File: src/logic/tca_pkg.sv
// Constants and carrier types for the thermal configuration and alert mask bank
//
// Contract
// [RL1] Signed local offset register is added to every local result, step 0.25 C.
// [RL2] Signed remote two offset register is added to every remote two result.
// [RL3] With lock set, writes to offsets and measurement control are ignored.
// [RL4] Bits 0 to 3 pick three-wire (0) or two-wire (1) fan sensing.
// [RL5] Bit 4 set averages several conversions per channel before updating.
// [RL6] Bit 5 set bypasses the voltage input attenuator.
// [RL7] Bit 6 set stops round robin, converts one selected channel only.
// [RL8] Select code picks 2.5 V, supply, remote 1, local or remote 2.
// [RL9] Test bit 2 set starts conversions from the external clock pin.
// [RL10] Bit 7 set enters shutdown; PWM outputs go to fan-off, polarity aware.
// [RL11] In shutdown, current duty cycle readback returns 0x00.
// [RL12] Alert mask bits 0,2,4,5,6 suppress alert for their channel.
// [RL13] Alert mask bit 7 suppresses alert for all status two conditions.
// [RL14] Alert mask bits 1 and 3 are stored with no function.
// [RL15] Alert mask, offsets and measurement control reset to zero.
// [RL16] Alert drives the shared pin only when alert pin mode is configured.
// [RL17] Masking suppresses only the alert; status bits still get set.
package tca_pkg;

  // ----------------------------------------
  // Register map
  // ----------------------------------------
  localparam logic [7:0] TCA_OFS_LOCAL_OFFSET  = 8'h71;
  localparam logic [7:0] TCA_OFS_REMOTE2_OFFSET = 8'h72;
  localparam logic [7:0] TCA_OFS_MEAS_CTRL     = 8'h73;
  localparam logic [7:0] TCA_OFS_ALERT_MASK    = 8'h74;
  localparam logic [7:0] TCA_OFS_LIMIT_STATUS  = 8'ha0;
  localparam logic [7:0] TCA_OFS_IRQ_STATUS    = 8'ha1;
  localparam logic [7:0] TCA_OFS_IRQ_MASK      = 8'ha2;
  localparam logic [7:0] TCA_RESET_VALUE       = 8'h00;

  // ----------------------------------------
  // Measurement control fields
  // ----------------------------------------
  localparam int TCA_BIT_AVG  = 4;
  localparam int TCA_BIT_BYPASS   = 5;
  localparam int TCA_BIT_SINGLE_CHANNEL_MODE     = 6;
  localparam int TCA_BIT_SHUTDOWN = 7;

  // ----------------------------------------
  // Alert mask fields
  // ----------------------------------------
  localparam int TCA_BIT_MASK_25V  = 0;
  localparam int TCA_BIT_MASK_VCC  = 2;
  localparam int TCA_BIT_MASK_REM1 = 4;
  localparam int TCA_BIT_MASK_LOC  = 5;
  localparam int TCA_BIT_MASK_REM2 = 6;
  localparam int TCA_BIT_MASK_ST2  = 7;
  localparam logic [7:0] TCA_CHAN_MASK_BITS = 8'h75;

  // ----------------------------------------
  // Interrupt status fields
  // ----------------------------------------
  localparam int TCA_IRQ_LOCAL_DONE  = 0;
  localparam int TCA_IRQ_REMOTE_DONE = 1;
  localparam int TCA_IRQ_LOCK_REJECT = 2;
  localparam int TCA_IRQ_LIMIT       = 3;

  // ----------------------------------------
  // Converter channel codes and timing
  // ----------------------------------------
  localparam logic [2:0] TCA_CH_25V  = 3'h0;
  localparam logic [2:0] TCA_CH_VCC  = 3'h2;
  localparam logic [2:0] TCA_CH_REM1 = 3'h5;
  localparam logic [2:0] TCA_CH_LOC  = 3'h6;
  localparam logic [2:0] TCA_CH_REM2 = 3'h7;
  localparam int TCA_CLK_HZ      = 40_000_000;
  localparam int TCA_SINGLE_CHANNEL_MODE_US     = 50;
  localparam int TCA_SINGLE_CHANNEL_MODE_CYCLES = TCA_CLK_HZ / 1_000_000 * TCA_SINGLE_CHANNEL_MODE_US;
  localparam int TCA_AVG_COUNT   = 16;

  // ----------------------------------------
  // Register bus request
  // ----------------------------------------
  typedef struct packed {
    logic [7:0] addr;
    logic [7:0] wdata;
    logic       wr;
    logic       rd;
  } tca_bus_req_t;

endpackage

File: src/logic/tca_bank.sv
// Thermal configuration, offset and alert mask register bank
//
// The plain strobed port was left to the implementer.
`timescale 1ns/100ps
module tca_bank
  import tca_pkg::*;
#(
  parameter int TEMP_W = 10,                      // Raw temperature width, quarter degrees
  parameter int SINGLE_CHANNEL_MODE_CYCLES = TCA_SINGLE_CHANNEL_MODE_CYCLES,    // Internal conversion spacing
  parameter int AVG_COUNT = TCA_AVG_COUNT         // Conversions per averaged result
) (
  input  wire logic                     ref_clk_i,         // 40 MHz clock
  input  wire logic                     nrst_i,            // Async reset, active low
  input  wire tca_bus_req_t             bus_i,             // Register bus request
  output logic [7:0]                    rdata_o,           // Read data, cycle after read
  input  wire logic                     lock_i,            // Lock bit of first config register
  input  wire logic                     alert_pin_en_i,    // Alert mode of shared pin
  input  wire logic                     ext_single_channel_mode_en_i,     // Test register two bit 2
  input  wire logic                     ext_single_channel_mode_clk_i,    // External conversion clock pin
  input  wire logic [2:0]               chan_sel_i,        // Single channel select code
  input  wire logic                     pwm_polarity_flip_i, // PWM polarity invert
  input  wire logic [TEMP_W-1:0]        local_raw_i,       // Local raw result
  input  wire logic                     local_vld_i,       // Local result strobe
  input  wire logic [TEMP_W-1:0]        remote2_raw_i,     // Remote two raw result
  input  wire logic                     remote2_vld_i,     // Remote two result strobe
  input  wire logic [7:0]               limit_evt_i,       // Out-of-limit events, mask layout
  input  wire logic                     status2_evt_i,     // Any status two condition
  input  wire logic [2:0]               pwm_i,             // PWM levels from fan control
  input  wire logic [2:0][7:0]          duty_i,            // Current duty cycles
  output logic [TEMP_W-1:0]             local_temp_o,      // Corrected local result
  output logic [TEMP_W-1:0]             remote2_temp_o,    // Corrected remote two result
  output logic [3:0]                    two_wire_fan_sel_o, // Two-wire sensing per fan
  output logic                          averaging_enable_o, // Averaging on
  output logic                          input_divider_bypass_o, // Attenuator bypass
  output logic                          single_channel_mode_o,  // Single channel mode
  output logic                          shutdown_enable_o, // Shutdown state
  output logic                          single_channel_mode_start_o,      // Conversion start pulse
  output logic [2:0]                    single_channel_mode_chan_o,       // Channel being converted
  output logic                          single_channel_mode_update_o,     // Result may be updated
  output logic [2:0]                    pwm_o,             // PWM pins, fan-off in shutdown
  output logic                          second_fan_drive_pin_o,    // Shared pin level
  output logic                          second_fan_drive_pin_oe_o, // Low while driven
  output logic [2:0][7:0]               duty_rd_o,         // Duty readback
  output logic                          alert_o,           // Alert condition
  output logic                          irq_o              // Interrupt, level
);

  // ----------------------------------------
  // Reset release
  // ----------------------------------------
  logic [1:0] rst_sync_reg;
  logic       rst_n;

  // Release through two stages, assert at once
  always_ff @(posedge ref_clk_i or negedge nrst_i) begin
    if (!nrst_i) begin
      rst_sync_reg <= 2'h0;
    end else begin
      rst_sync_reg <= {rst_sync_reg[0], 1'b1};
    end
  end
  assign rst_n = rst_sync_reg[1];

  // ----------------------------------------
  // Register writes
  // ----------------------------------------
  logic [7:0] local_offset_reg;
  logic [7:0] remote2_offset_reg;
  logic [7:0] meas_ctrl_reg;
  logic [7:0] alert_mask_reg;
  logic [7:0] limit_status_reg;
  logic [7:0] irq_status_reg;
  logic [7:0] irq_mask_reg;
  logic       wr_locked_reg;
  logic       wr_lockable;
  logic       wr_open;

  assign wr_lockable = bus_i.wr && (bus_i.addr == TCA_OFS_LOCAL_OFFSET
                       || bus_i.addr == TCA_OFS_REMOTE2_OFFSET
                       || bus_i.addr == TCA_OFS_MEAS_CTRL);
  // [RL3] lock blocks writes
  assign wr_open = wr_lockable && !lock_i;

  // Offsets and measurement control, all zero after reset
  // [RL15] zero reset values
  always_ff @(posedge ref_clk_i or negedge rst_n) begin
    if (!rst_n) begin
      local_offset_reg   <= TCA_RESET_VALUE;
      remote2_offset_reg <= TCA_RESET_VALUE;
      meas_ctrl_reg      <= TCA_RESET_VALUE;
    end else if (wr_open) begin
      case (bus_i.addr)
        TCA_OFS_LOCAL_OFFSET:   local_offset_reg   <= bus_i.wdata;
        TCA_OFS_REMOTE2_OFFSET: remote2_offset_reg <= bus_i.wdata;
        TCA_OFS_MEAS_CTRL:      meas_ctrl_reg      <= bus_i.wdata;
        default: ;
      endcase
    end
  end

  // Alert mask is not lockable; reserved bits 1 and 3 are plain storage
  // [RL14] reserved bits stored
  always_ff @(posedge ref_clk_i or negedge rst_n) begin
    if (!rst_n) begin
      alert_mask_reg <= TCA_RESET_VALUE;
      irq_mask_reg   <= TCA_RESET_VALUE;
    end else if (bus_i.wr) begin
      if (bus_i.addr == TCA_OFS_ALERT_MASK) begin
        alert_mask_reg <= bus_i.wdata;
      end
      if (bus_i.addr == TCA_OFS_IRQ_MASK) begin
        irq_mask_reg <= bus_i.wdata;
      end
    end
  end

  // Rejected write remembered one cycle for the interrupt
  always_ff @(posedge ref_clk_i or negedge rst_n) begin
    if (!rst_n) begin
      wr_locked_reg <= 1'b0;
    end else begin
      wr_locked_reg <= wr_lockable && lock_i;
    end
  end

  // ----------------------------------------
  // Field decode
  // ----------------------------------------
  // [RL4] fan sensing select
  assign two_wire_fan_sel_o     = meas_ctrl_reg[3:0];
  // [RL6] attenuator bypass
  assign input_divider_bypass_o = meas_ctrl_reg[TCA_BIT_BYPASS];
  assign averaging_enable_o     = meas_ctrl_reg[TCA_BIT_AVG];
  assign single_channel_mode_o  = meas_ctrl_reg[TCA_BIT_SINGLE_CHANNEL_MODE];
  assign shutdown_enable_o      = meas_ctrl_reg[TCA_BIT_SHUTDOWN];

  // ----------------------------------------
  // Conversion sequencer
  // ----------------------------------------
  typedef enum logic [2:0] {
    TCA_SEQ_25V,
    TCA_SEQ_VCC,
    TCA_SEQ_REM1,
    TCA_SEQ_LOC,
    TCA_SEQ_REM2
  } tca_seq_t;

  tca_seq_t    seq_reg;
  tca_seq_t    seq_next;
  logic [15:0] tick_cnt_reg;
  logic        ext_clk_reg;
  logic        int_tick;
  logic        ext_tick;
  logic        single_channel_mode_tick;
  logic [7:0]  avg_cnt_reg;
  logic        avg_last;
  logic [2:0]  rr_code;

  // Internal conversion rate divider
  always_ff @(posedge ref_clk_i or negedge rst_n) begin
    if (!rst_n) begin
      tick_cnt_reg <= 16'h0;
    end else if (int_tick) begin
      tick_cnt_reg <= 16'h0;
    end else begin
      tick_cnt_reg <= tick_cnt_reg + 16'h1;
    end
  end
  assign int_tick = (tick_cnt_reg == 16'(SINGLE_CHANNEL_MODE_CYCLES - 1));

  // External clock rising edge, pin taken as synchronous
  always_ff @(posedge ref_clk_i or negedge rst_n) begin
    if (!rst_n) begin
      ext_clk_reg <= 1'b0;
    end else begin
      ext_clk_reg <= ext_single_channel_mode_clk_i;
    end
  end
  assign ext_tick = ext_single_channel_mode_clk_i && !ext_clk_reg;

  // [RL9] external clock as conversion source; [RL10] none in shutdown
  assign single_channel_mode_tick = !shutdown_enable_o && (ext_single_channel_mode_en_i ? ext_tick : int_tick);

  // Averaging counts conversions on a channel before it may update
  // [RL5] averaged update
  assign avg_last = !averaging_enable_o || (avg_cnt_reg == 8'(AVG_COUNT - 1));
  always_ff @(posedge ref_clk_i or negedge rst_n) begin
    if (!rst_n) begin
      avg_cnt_reg <= 8'h0;
    end else if (single_channel_mode_tick) begin
      avg_cnt_reg <= avg_last ? 8'h0 : avg_cnt_reg + 8'h1;
    end
  end

  // Round robin order over the five inputs
  always_comb begin
    case (seq_reg)
      TCA_SEQ_25V:  seq_next = TCA_SEQ_VCC;
      TCA_SEQ_VCC:  seq_next = TCA_SEQ_REM1;
      TCA_SEQ_REM1: seq_next = TCA_SEQ_LOC;
      TCA_SEQ_LOC:  seq_next = TCA_SEQ_REM2;
      default:      seq_next = TCA_SEQ_25V;
    endcase
  end

  always_comb begin
    case (seq_reg)
      TCA_SEQ_25V:  rr_code = TCA_CH_25V;
      TCA_SEQ_VCC:  rr_code = TCA_CH_VCC;
      TCA_SEQ_REM1: rr_code = TCA_CH_REM1;
      TCA_SEQ_LOC:  rr_code = TCA_CH_LOC;
      default:      rr_code = TCA_CH_REM2;
    endcase
  end

  // [RL7] single channel holds the sequence
  always_ff @(posedge ref_clk_i or negedge rst_n) begin
    if (!rst_n) begin
      seq_reg <= TCA_SEQ_25V;
    end else if (single_channel_mode_tick && avg_last && !single_channel_mode_o) begin
      seq_reg <= seq_next;
    end
  end

  // Start pulse and channel are registered together
  // [RL8] select code drives the channel
  always_ff @(posedge ref_clk_i or negedge rst_n) begin
    if (!rst_n) begin
      single_channel_mode_start_o  <= 1'b0;
      single_channel_mode_update_o <= 1'b0;
      single_channel_mode_chan_o   <= TCA_CH_25V;
    end else begin
      single_channel_mode_start_o  <= single_channel_mode_tick;
      single_channel_mode_update_o <= single_channel_mode_tick && avg_last;
      if (single_channel_mode_tick) begin
        single_channel_mode_chan_o <= single_channel_mode_o ? chan_sel_i : rr_code;
      end
    end
  end

  // ----------------------------------------
  // Offset correction
  // ----------------------------------------
  logic [TEMP_W-1:0] local_ofs_ext;
  logic [TEMP_W-1:0] remote2_ofs_ext;

  // Offsets sign extended; sum wraps, no clamping here
  assign local_ofs_ext   = TEMP_W'({{(TEMP_W-8){local_offset_reg[7]}}, local_offset_reg});
  assign remote2_ofs_ext = TEMP_W'({{(TEMP_W-8){remote2_offset_reg[7]}}, remote2_offset_reg});

  // [RL1] [RL2] offset added to results
  always_ff @(posedge ref_clk_i or negedge rst_n) begin
    if (!rst_n) begin
      local_temp_o   <= '0;
      remote2_temp_o <= '0;
    end else begin
      if (local_vld_i) begin
        local_temp_o <= local_raw_i + local_ofs_ext;
      end
      if (remote2_vld_i) begin
        remote2_temp_o <= remote2_raw_i + remote2_ofs_ext;
      end
    end
  end

  // ----------------------------------------
  // Limit status and alert
  // ----------------------------------------
  logic rd_limit;
  logic rd_irq;
  logic alert_cause;

  assign rd_limit = bus_i.rd && bus_i.addr == TCA_OFS_LIMIT_STATUS;
  assign rd_irq   = bus_i.rd && bus_i.addr == TCA_OFS_IRQ_STATUS;

  // Sticky regardless of mask; a new event beats the read clear
  // [RL17] status ignores mask
  always_ff @(posedge ref_clk_i or negedge rst_n) begin
    if (!rst_n) begin
      limit_status_reg <= TCA_RESET_VALUE;
    end else begin
      limit_status_reg <= (rd_limit ? 8'h00 : limit_status_reg)
                          | (limit_evt_i & TCA_CHAN_MASK_BITS)
                          | {status2_evt_i, 7'h00};
    end
  end

  // [RL12] [RL13] mask gates the alert only
  assign alert_cause = |(limit_status_reg & ~alert_mask_reg & TCA_CHAN_MASK_BITS)
                       || (limit_status_reg[TCA_BIT_MASK_ST2]
                           && !alert_mask_reg[TCA_BIT_MASK_ST2]);

  always_ff @(posedge ref_clk_i or negedge rst_n) begin
    if (!rst_n) begin
      alert_o <= 1'b0;
    end else begin
      alert_o <= alert_cause;
    end
  end

  // ----------------------------------------
  // PWM pins and duty readback
  // ----------------------------------------
  // [RL10] fan-off level follows polarity
  always_ff @(posedge ref_clk_i or negedge rst_n) begin
    if (!rst_n) begin
      pwm_o <= 3'h0;
    end else if (shutdown_enable_o) begin
      pwm_o <= {3{pwm_polarity_flip_i}};
    end else begin
      pwm_o <= pwm_i;
    end
  end

  // Shared pin: open-drain alert, else the second PWM driven both ways
  // [RL16] alert only in alert pin mode
  assign second_fan_drive_pin_o    = alert_pin_en_i ? 1'b0 : pwm_o[1];
  assign second_fan_drive_pin_oe_o = alert_pin_en_i ? !alert_o : 1'b0;

  // [RL11] duty reads zero in shutdown
  always_ff @(posedge ref_clk_i or negedge rst_n) begin
    if (!rst_n) begin
      duty_rd_o <= '0;
    end else begin
      duty_rd_o <= shutdown_enable_o ? '0 : duty_i;
    end
  end

  // ----------------------------------------
  // Interrupt status, cleared by reading it
  // ----------------------------------------
  logic [7:0] irq_evt;

  assign irq_evt = {4'h0, (|limit_evt_i) || status2_evt_i, wr_locked_reg,
                    remote2_vld_i, local_vld_i};

  always_ff @(posedge ref_clk_i or negedge rst_n) begin
    if (!rst_n) begin
      irq_status_reg <= TCA_RESET_VALUE;
    end else begin
      irq_status_reg <= (rd_irq ? 8'h00 : irq_status_reg) | irq_evt;
    end
  end
  assign irq_o = |(irq_status_reg & irq_mask_reg);

  // ----------------------------------------
  // Read data, one cycle after the strobe
  // ----------------------------------------
  always_ff @(posedge ref_clk_i or negedge rst_n) begin
    if (!rst_n) begin
      rdata_o <= 8'h00;
    end else if (bus_i.rd) begin
      case (bus_i.addr)
        TCA_OFS_LOCAL_OFFSET:   rdata_o <= local_offset_reg;
        TCA_OFS_REMOTE2_OFFSET: rdata_o <= remote2_offset_reg;
        TCA_OFS_MEAS_CTRL:      rdata_o <= meas_ctrl_reg;
        TCA_OFS_ALERT_MASK:     rdata_o <= alert_mask_reg;
        TCA_OFS_LIMIT_STATUS:   rdata_o <= limit_status_reg;
        TCA_OFS_IRQ_STATUS:     rdata_o <= irq_status_reg;
        TCA_OFS_IRQ_MASK:       rdata_o <= irq_mask_reg;
        default:                rdata_o <= 8'h00;
      endcase
    end else begin
      rdata_o <= 8'h00;
    end
  end
endmodule

File: config.mk
export PLATFORM = sky130hd
export DESIGN_NAME = tca_bank
export DESIGN_NICKNAME = d
export VERILOG_FILES = /design/src/logic/tca_pkg.sv /design/src/logic/tca_bank.sv
export SDC_FILE = /design/constraint.sdc
export NUM_CORES = 1
export LEC_CHECK = 0
export ABC_AREA = 1
export BUFFER_PORTS_ARGS = -buffer_cell sky130_fd_sc_hd__buf_2
export CELL_PAD_IN_SITES_DETAIL_PLACEMENT = 0
export CELL_PAD_IN_SITES_GLOBAL_PLACEMENT = 1
export CORE_MARGIN = 2
export CORE_UTILIZATION = 43
export DETAILED_ROUTE_END_ITERATION = 7
export GPL_ROUTABILITY_DRIVEN = 1
export PLACE_DENSITY = 0.83
export SKIP_LAST_GASP = 1
export SYNTH_ARGS = -nofsm -noshare
export SYNTH_HDL_FRONTEND = slang
export SYNTH_SLANG_ARGS = --single-unit
File: constraint.sdc
create_clock -name ref_clk_i -period 9.05 [get_ports ref_clk_i]
set_clock_uncertainty 0.1 [all_clocks]
set_input_delay 1.81 -clock ref_clk_i [delete_from_list [all_inputs] [get_ports ref_clk_i]]
set_output_delay 1.81 -clock ref_clk_i [all_outputs]
set_load 0.05 [all_outputs]
# Word level (Yosys, flattened, before mapping)
# Index checks and enable logic that the tools add are counted.
[word_totals] register_bits=148 elab_cells=91
[op_classes] addsub=4 n_eq_ne=12 mux=14 bitwise_logic=6 n_reduce_logical=31
[ops] cell="8-bit case mux with 7 select lines" n=1
[ops] cell="8-bit by 7-bit == test with 1-bit output, second input constant" n=4
[ops] cell="8-bit 2-to-1 mux" n=4
[ops] cell="8-bit == test, second input constant" n=3
[ops] cell="24-bit 2-to-1 mux" n=1
[ops] cell="3-bit case mux with 4 select lines" n=2
[ops] cell="10-bit adder" n=2
[ops] cell="16-bit by 1-bit adder with 16-bit output, second input constant" n=1
[ops] cell="16-bit by 11-bit == test with 1-bit output, second input constant" n=1
[ops] cell="16-bit 2-to-1 mux" n=1
[ops] cell="8-bit OR reduction" n=2
[ops] cell="1-bit logical AND" n=10
[ops] cell="2-bit AND reduction" n=5
[ops] cell="8-bit by 1-bit adder with 8-bit output, second input constant" n=1
[ops] cell="8-bit AND" n=1
[ops] cell="8-bit by 4-bit == test with 1-bit output, second input constant" n=1
[ops] cell="8-bit by 4-bit bitwise OR with 8-bit output" n=1
[ops] cell="8-bit by 7-bit bitwise OR with 8-bit output" n=1
[ops] cell="8-bit bitwise OR" n=1
[ops] cell="7-bit AND" n=1
[ops] cell="1-bit zero test" n=7
[ops] cell="7-bit NOT" n=1
[ops] cell="3-bit by 2-bit == test with 1-bit output, second input constant" n=2
[ops] cell="3-bit 2-to-1 mux" n=2
[ops] cell="5 further kinds" n=11

# Longest topological paths before layout
# Gate-level depths: netlist (run 1).
[depth] word_depth=6 mapped_depth=11 mapped_depth_nobuf=11

# Worst setup path before layout (run 1)
# No wires, ideal clock.
[synth_path] path_kind="input port to output port" start="input alert_pin_en_i" end="output second_fan_drive_pin_oe_o" arrival_ns=2.476 slack_ns=4.664 path_stages=2 path_cell_list="inv_1 > nor2_1"
[synth_via] elab_chain_len=1
[synth_lines] element="start: declaration" line="tca_bank.sv:17" source="input wire logic alert_pin_en_i,"
[synth_lines] element="1-bit 2-to-1 mux" line="tca_bank.sv:318" source="assign second_fan_drive_pin_oe_o = alert_pin_en_i ? !alert_o : 1'b0;"
[synth_lines] element="end: declaration" line="tca_bank.sv:42" source="output logic second_fan_drive_pin_oe_o,"
# No other way between the ends.

# Final worst setup path (run 1)
[layout_path] start="input alert_pin_en_i" end="output second_fan_drive_pin_o"
[layout_via] elab_chain_len=1
[layout_lines] element="1-bit 2-to-1 mux" line="tca_bank.sv:317" source="assign second_fan_drive_pin_o = alert_pin_en_i ? 1'b0 : pwm_o[1];"
[layout_lines] element="end: declaration" line="tca_bank.sv:41" source="output logic second_fan_drive_pin_o,"
# No other way between the ends.

==> impl_metrics.tcl, run 1 <==
set metrics [dict create \
    status "completed" \
    nNetsFinal 1123 \
    drc 0 \
    io_buffers 157 \
    cts_buffer_depth 2 \
    p_leak_nw 4.73 \
    wl_met1_um 8340 \
    detail-route-antenna-nets 0 \
    layout-drive-gt1-share_pct 22.3 \
    cts_tree "built" \
    fin_area_um2 8630 \
    yosys.area_share.simple_pct 27.5 \
    synth-xor-area-share_pct 2.36 \
    grt_pass1_wl_um 28200 \
    cp_max_fo 2 \
    dp.cells 1212 \
    crit_path_end_kind "output pin" \
    synth_compound_area_share_pct 8.80 \
    track_usage_pct 20.5 \
    relSlewSlack_pct 33.2 \
    vias 5899 \
    final_common_cell "nand2_1" \
    dp_hpwl_um 13000 \
    hold_ws_ns 0.256 \
    min_path_type "reg2reg" \
    die_y_um 132 \
    clk_pin_slew_ns 0.06 \
    power_mw 1.64 \
    die_width_um 132 \
    rsz0062_at_grt "no" \
    max-cap-violations 0 \
    initial_core_util_pct 44.2 \
    path_class "in2out" \
    largest_reg_flops 24 \
    setup_violations 0 \
    dieArea_um2 17400 \
    timing_hold_violations_final 0 \
    post_cts_resized 0 \
    drt_iter0_drc 335 \
    vdd_ir_drop_max_v 0.000122 \
    cts_buffers 17 \
    synth_top_family_by_area "simple AND/OR/NAND/NOR gates" \
    wl_met3_um 861 \
    setup_ws_ns 4.88 \
    fp-row-count 46 \
    diodes 0 \
    fin_tns_setup_ns 0 \
    period_share_pct 46.1 \
    instances_no_fill 1244 \
    antenna_found_initial 0 \
    wl_met2_um 7690 \
    cp_data_arrival_time_ns 2.26 \
    syn_inst 850 \
    pre_cts_slack_ns 4.88 \
    synth.mux.area_fraction_pct 0 \
    first_pass_iters 5 \
    ys_seq_area_share_pct 50.4 \
    ys_warn_count 0 \
    clkSinkCount 142 \
    grt_max_degree 80 \
    drt-vias-per-instance 4.74 \
    root_buffer "clkbuf_16" \
    coreArea_um2 15900 \
    area_growth_pct 22.4 \
    powerDensity_nw_per_um2 190 \
    grt.overflow.total 0 \
    io_pins 158 \
    cts_hold_buf 0 \
    placed_area_um2 8030 \
    cts_setup_buffers 0 \
    min_period_ns 4.17 \
    grt_pass1_vias 5593 \
    critPathRequiredTime_ns 7.14 \
    maxSlewViolCount 0 \
    top_layer "met4" \
    synth_cell_types 41 \
    place_congestion 0.893 \
    synth_fa_ha_area_share_pct 4.12 \
    synth_area_per_cell_um2 8.29 \
    routedWlPerCell_um 13.8 \
    layout_common_cells "262 x nand2_1, 157 x buf_2, 141 x dfrtp_1" \
    ys_ff_latch 142 \
    syn-cell-area_um2 7050 \
    cp-start-kind "input pin" \
    fmax_mhz 240 \
    routed_wl_um 17200 \
    h-tree-depth 4 \
    synth_nets 958 \
    insertion_delay_ns 0.42 \
    worst_pin_slew_ns 1.00 \
    fin_util_pct 54.1 \
]
==> final cells by class <==
type | count | area [um2]
Clock buffer | 17 | 425
Timing Repair Buffer | 159 | 801
Multi-Input combinational cell | 593 | 3020
Inverter | 102 | 383
Clock inverter | 15 | 168
Sequential cell | 142 | 3560
Fill cell | 1579 | 7320
Tap cell | 216 | 270
==> cell usage after synthesis, drive strengths merged <==
cell type / number / area [um2]
a21o: 3 / 22.5
a21oi: 19 / 106
a31oi: 1 / 6.26
buf: 9 / 76.3
clkbuf: 4 / 15.0
conb: 1 / 3.75
dfrtp: 142 / 3550
fa: 2 / 40.0
ha: 20 / 250
inv: 102 / 383
nand2: 266 / 1010
nand3: 51 / 295
nand3b: 4 / 30.0
nand4: 15 / 109
nor2: 105 / 422
nor3: 8 / 51.3
nor3b: 1 / 7.51
nor4: 2 / 12.5
o2111ai: 1 / 8.76
o211ai: 4 / 30.0
o21a: 6 / 45.0
o21ai: 58 / 358
o21bai: 5 / 37.5
o22ai: 1 / 6.26
or2: 1 / 6.26
xnor2: 6 / 52.6
xor2: 13 / 114
==> metal layers <==
layer  vias to the layer above  GRT usage, %
met5                         -             0
met4                         0          7.19
met3                        21          4.92
met2                       144          31.0
met1                      2696          28.8
li1                       3038             -
==> final timing paths <==
check                           startpoint                     end  slack, ns  cells past startpoint
setup / recovery            alert_pin_en_i  second_fan_drive_pin_o       4.88                      3
hold / removal             rst_sync_reg[0]         rst_sync_reg[1]       0.26                      0
setup reg to reg           tick_cnt_reg[0]          avg_cnt_reg[7]       6.99                      8
hold reg to reg            rst_sync_reg[0]         rst_sync_reg[1]       0.26                      0
max in group asynchronous  rst_sync_reg[1]   remote2_offset_reg[3]       7.07                      1
min in group asynchronous  rst_sync_reg[1]     limit_status_reg[0]       0.41                      0
==> where the power goes <==
group | total [mW] | internal [mW] | switching, mW | leakage (nW)
clock network | 0.707 | 0.415 | 0.293 | 0.293
logic | 0.231 | 0.0645 | 0.166 | 2.66
registers | 0.698 | 0.670 | 0.0283 | 1.78
==> cells by family after synthesis <==
family | count (synthesis)
buf+inv | 115
fa+ha+maj | 22
xor+xnor | 19
compound gates | 98
flops | 142
other cells | 1
simple gates | 453
==> critical path, stage by stage <==
cell and delay [ns]:
buf_2 0.10, nor2_1 0.08, buf_2 0.26
Power figures use the tool's default switching activity.
==> inputs of run 2 (changes only) <==
--- a/config.mk
+++ b/config.mk
@@ -10,10 +10,10 @@
 export CELL_PAD_IN_SITES_DETAIL_PLACEMENT = 0
 export CELL_PAD_IN_SITES_GLOBAL_PLACEMENT = 1
 export CORE_MARGIN = 2
-export CORE_UTILIZATION = 43
+export CORE_UTILIZATION = 40
 export DETAILED_ROUTE_END_ITERATION = 7
 export GPL_ROUTABILITY_DRIVEN = 1
-export PLACE_DENSITY = 0.83
+export PLACE_DENSITY = 0.78
 export SKIP_LAST_GASP = 1
 export SYNTH_ARGS = -nofsm -noshare
 export SYNTH_HDL_FRONTEND = slang
==> constraint.sdc (replaced) <==
create_clock -name ref_clk_i -period 4.3 [get_ports ref_clk_i]
set_clock_uncertainty 0.1 [all_clocks]
set_input_delay 0.86 -clock ref_clk_i [delete_from_list [all_inputs] [get_ports ref_clk_i]]
set_output_delay 0.86 -clock ref_clk_i [all_outputs]
set_load 0.05 [all_outputs]
==> impl_metrics.tcl, run 2 (same netlist as run 1, synthesis figures left out) <==
set metrics [dict create \
    grt_pass1_vias 5563 \
    initial_core_util_pct 40.9 \
    place_congestion 0.875 \
    first_pass_iters 5 \
    top_layer "met4" \
    fp-row-count 48 \
    min_period_ns 2.36 \
    fmax_mhz 424 \
    clk_pin_slew_ns 0.07 \
    track_usage_pct 20.1 \
    cp_max_fo 30 \
    clkSinkCount 142 \
    wl_met1_um 8800 \
    rsz0062_at_grt "no" \
    h-tree-depth 4 \
    cts_buffers 17 \
    insertion_delay_ns 0.43 \
    antenna_found_initial 1 \
    routed_wl_um 17900 \
    drt_iter0_drc 342 \
    min_path_type "in2async" \
    fin_tns_setup_ns 0 \
    critPathRequiredTime_ns 3.34 \
    vias 5931 \
    wl_met2_um 8040 \
    fin_area_um2 8680 \
    max-cap-violations 0 \
    maxSlewViolCount 0 \
    die_y_um 137 \
    relSlewSlack_pct 35.1 \
    dp_hpwl_um 13700 \
    nNetsFinal 1124 \
    cts_buffer_depth 2 \
    root_buffer "clkbuf_16" \
    layout-drive-gt1-share_pct 22.4 \
    period_share_pct 54.8 \
    cp_data_arrival_time_ns 1.40 \
    routedWlPerCell_um 14.2 \
    area_growth_pct 23.1 \
    drt-vias-per-instance 4.73 \
    vdd_ir_drop_max_v 0.000273 \
    status "completed" \
    die_width_um 137 \
    cp-start-kind "flop" \
    cts_tree "built" \
    grt_pass1_wl_um 28600 \
    reg2regPathDepth 8 \
    placed_area_um2 8070 \
    r2r_setup_slack_ns 2.22 \
    powerDensity_nw_per_um2 397 \
    setup_violations 0 \
    final_common_cell "nand2_1" \
    grt.overflow.total 0 \
    wl_met3_um 800 \
    detail-route-antenna-nets 0 \
    dieArea_um2 18700 \
    drc 0 \
    p_leak_nw 4.75 \
    cts_setup_buffers 0 \
    layout_common_cells "262 x nand2_1, 157 x buf_2, 141 x dfrtp_1" \
    timing_hold_violations_final 0 \
    coreArea_um2 17200 \
    io_pins 158 \
    cts_hold_buf 0 \
    largest_reg_flops 24 \
    grt_max_degree 71 \
    path_class "reg2out" \
    power_mw 3.45 \
    post_cts_resized 0 \
    io_buffers 157 \
    worst_pin_slew_ns 0.973 \
    crit_path_end_kind "output pin" \
]
## run 2: changes by cell type in the layout (fill, tap and decap cells not counted), sizes merged
cell / delta
buf: +1
bufinv: -2
clkinv: +5
clkinvlp: -1
diode: +1
inv: -2
## run 2: worst paths after layout
check / start / endpoint
setup reg to reg: tick_cnt_reg[0] / single_channel_mode_chan_o[0]
hold / removal: nrst_i / rst_sync_reg[1]
hold reg to reg: rst_sync_reg[0] / rst_sync_reg[1]
setup / recovery: meas_ctrl_reg[7] / shutdown_enable_o
min in group ref_clk_i: rst_sync_reg[0] / rst_sync_reg[1]
max in group asynchronous: rst_sync_reg[1] / meas_ctrl_reg[7]
## run 2: report_power, final
group | internal [mW] | leakage (nW) | switching (mW) | total, mW
clock | 0.792 | 0.299 | 0.694 | 1.49
sequential | 1.41 | 1.78 | 0.0598 | 1.47
combinational | 0.138 | 2.67 | 0.355 | 0.493
total | 2.34 | 4.75 | 1.11 | 3.45
## run 2: layout make-up
| cell class | count | area, um2 |
|---|---|---|
| Clock buffer | 17 | 425 |
| Fill cell | 1696 | 8550 |
| Tap cell | 225 | 282 |
| Antenna cell | 1 | 2.50 |
| Sequential cell | 142 | 3560 |
| Multi-Input combinational cell | 593 | 3020 |
| Clock inverter | 15 | 189 |
| Timing Repair Buffer | 160 | 821 |
| Inverter | 102 | 383 |
## run 2: critical path: stages (launching register included)
cell and delay [ns]:
dfrtp_1 0.32, buf_4 0.31, buf_2 0.33
## run 2: per-layer routing
| layer | GRT usage, % | vias up |
|---|---|---|
| met3 | 3.81 | 15 |
| met4 | 6.42 | 0 |
| met5 | 0 | - |
| met2 | 29.6 | 135 |
| met1 | 29.7 | 2745 |
| li1 | - | 3036 |
## run 2: through the flow
step                utilization [%]  worst slack, ns  hold slack (ns)  std cells
floorplan                         -             1.81            0.231        850
global placement               46.8             1.85            0.236       1222
detailed placement             46.8             1.85            0.240       1222
CTS                            50.4             1.91           0.0919       1254
global route                   50.4             1.86           0.0944       1255
finish                         50.4             1.94            0.108       1255
==> inputs of run 3 (changes only) <==
==> constraint.sdc (replaced) <==
create_clock -name ref_clk_i -period 2.31 [get_ports ref_clk_i]
set_clock_uncertainty 0.1 [all_clocks]
set_input_delay 0.462 -clock ref_clk_i [delete_from_list [all_inputs] [get_ports ref_clk_i]]
set_output_delay 0.462 -clock ref_clk_i [all_outputs]
set_load 0.05 [all_outputs]
==> impl_metrics.tcl, run 3 (same netlist as run 1, synthesis figures left out) <==
set metrics [dict create \
    status "completed" \
    pre_cts_slack_ns 0.286 \
    first_pass_iters 5 \
    nNetsFinal 1130 \
    powerDensity_nw_per_um2 731 \
    grt_max_degree 54 \
    vias 5985 \
    setup_ws_ns 0.286 \
    routedWlPerCell_um 14.0 \
    comb_power_share_pct 14.7 \
    fillerInstances 1690 \
    grt.overflow.total 0 \
    fin_tns_setup_ns 0 \
    track_usage_pct 19.9 \
    initial_core_util_pct 40.9 \
    fin_area_um2 8720 \
    p_int_mw 4.34 \
    die_y_um 137 \
    drt-vias-per-instance 4.74 \
    min_path_type "in2reg" \
    die_width_um 137 \
    h-tree-depth 4 \
    clk_pin_slew_ns 0.07 \
    p_seq_share_pct 42.7 \
    place_congestion 0.838 \
    fmax_mhz 494 \
    clkSinkCount 142 \
    cts_buffer_depth 2 \
    max-cap-violations 0 \
    clkPwrFrac_pct 42.7 \
    final_common_cell "nand2_1" \
    min_from "ext_single_channel_mode_clk_i" \
    grt_pass1_vias 5619 \
    fp-row-count 48 \
    layout_common_cells "262 x nand2_1, 157 x buf_2, 141 x dfrtp_1" \
    antenna_found_initial 2 \
    critPathRequiredTime_ns 1.75 \
    worst_pin_slew_ns 0.536 \
    dieArea_um2 18700 \
    drt_iter0_drc 406 \
    path_class "reg2out" \
    cp_max_fo 29 \
    p_switching_mw 2.04 \
    grt_pass1_wl_um 28600 \
    relSlewSlack_pct 64.2 \
    rr_startpoint "tick_cnt_reg[0]" \
    p_sw_share_pct 32.0 \
    coreArea_um2 17200 \
    io_buffers 157 \
    min_period_ns 2.02 \
    p_leak_nw 4.78 \
    vdd_ir_drop_max_v 0.000515 \
    drc 0 \
    io_pins 158 \
    cp_data_arrival_time_ns 1.46 \
    placed_area_um2 8120 \
    largest_reg_flops 24 \
    area_growth_pct 23.6 \
    root_buffer "clkbuf_16" \
    power_mw 6.38 \
    crit_path_end_kind "output pin" \
    cp-start-kind "flop" \
    routed_wl_um 17700 \
    insertion_delay_ns 0.43 \
    cts_tree "built" \
    crit_start "meas_ctrl_reg[7]" \
    layout-drive-gt1-share_pct 22.7 \
    period_share_pct 87.6 \
    setup_violations 0 \
    cts_buffers 17 \
    timing_hold_violations_final 0 \
    detail-route-antenna-nets 0 \
    dp_hpwl_um 13600 \
    maxSlewViolCount 0 \
    rsz0062_at_grt "no" \
]
-- run 3: power by group through the flow --
| stage | Clock, mW | Combinational, mW | Sequential, mW |
|---|---|---|---|
| 6_report | 2.72 | 0.935 | 2.72 |
| 5_1_grt | 2.88 | 1.03 | 2.74 |
| 4_1_cts | 2.77 | 0.949 | 2.72 |
| 3_5_place_dp | 0 | 0.947 | 2.76 |
| 3_3_place_gp | 0 | 0.941 | 2.76 |
| 2_1_floorplan | 0 | 0.326 | 3.09 |
-- run 3: metrics by stage --
stage / std cells / hold slack [ns] / util, %
after detailed placement: 1227 / 0.122 / 47.1
final: 1262 / 0.0503 / 50.6
after global placement: 1227 / 0.127 / 47.1
after global routing: 1260 / 0.0413 / 50.5
after floorplan: 850 / 0.0664 / -
after CTS: 1260 / 0.0364 / 50.5
-- run 3: cell type report --
type	count	area [um2]	area share (%)
Clock inverter	15	161	1.85
Antenna cell	2	5.00	0.0574
Tap cell	225	282	3.23
Inverter	102	383	4.39
Sequential cell	142	3560	40.8
Clock buffer	17	425	4.88
Timing Repair Buffer	166	881	10.1
Multi-Input combinational cell	593	3020	34.7
-- run 3: worst paths after layout --
kind                                endpoint  slack, ns  cells past startpoint
max                        shutdown_enable_o       0.29                      2
min                              ext_clk_reg       0.05                      1
max reg2reg                   avg_cnt_reg[6]       0.42                      8
min reg2reg                     duty_rd_o[2]       0.12                      0
max in group asynchronous  remote2_temp_o[2]       1.29                      1
min in group asynchronous       duty_rd_o[2]       0.12                      0
-- run 3: what timing repair did --
action	CTS	global route
buffers inserted	0	0
resized for setup	0	0
hold buffers	1	0
hold endpoints to repair	2	0
setup endpoints to repair	0	0
-- run 3: per-layer routing --
layer | vias up | track usage, % | wire [um]
li1 | 3060 | - | -
met1 | 2747 | 27.6 | 8390
met2 | 160 | 29.8 | 7870
met3 | 18 | 6.78 | 1220
met4 | 0 | 5.03 | 216
met5 | - | 0 | 0
-- run 3: critical path: stages, from the launching register on --
cell,delay (ns)
dfrtp_1,0.38
buf_4,0.32
buf_2,0.33
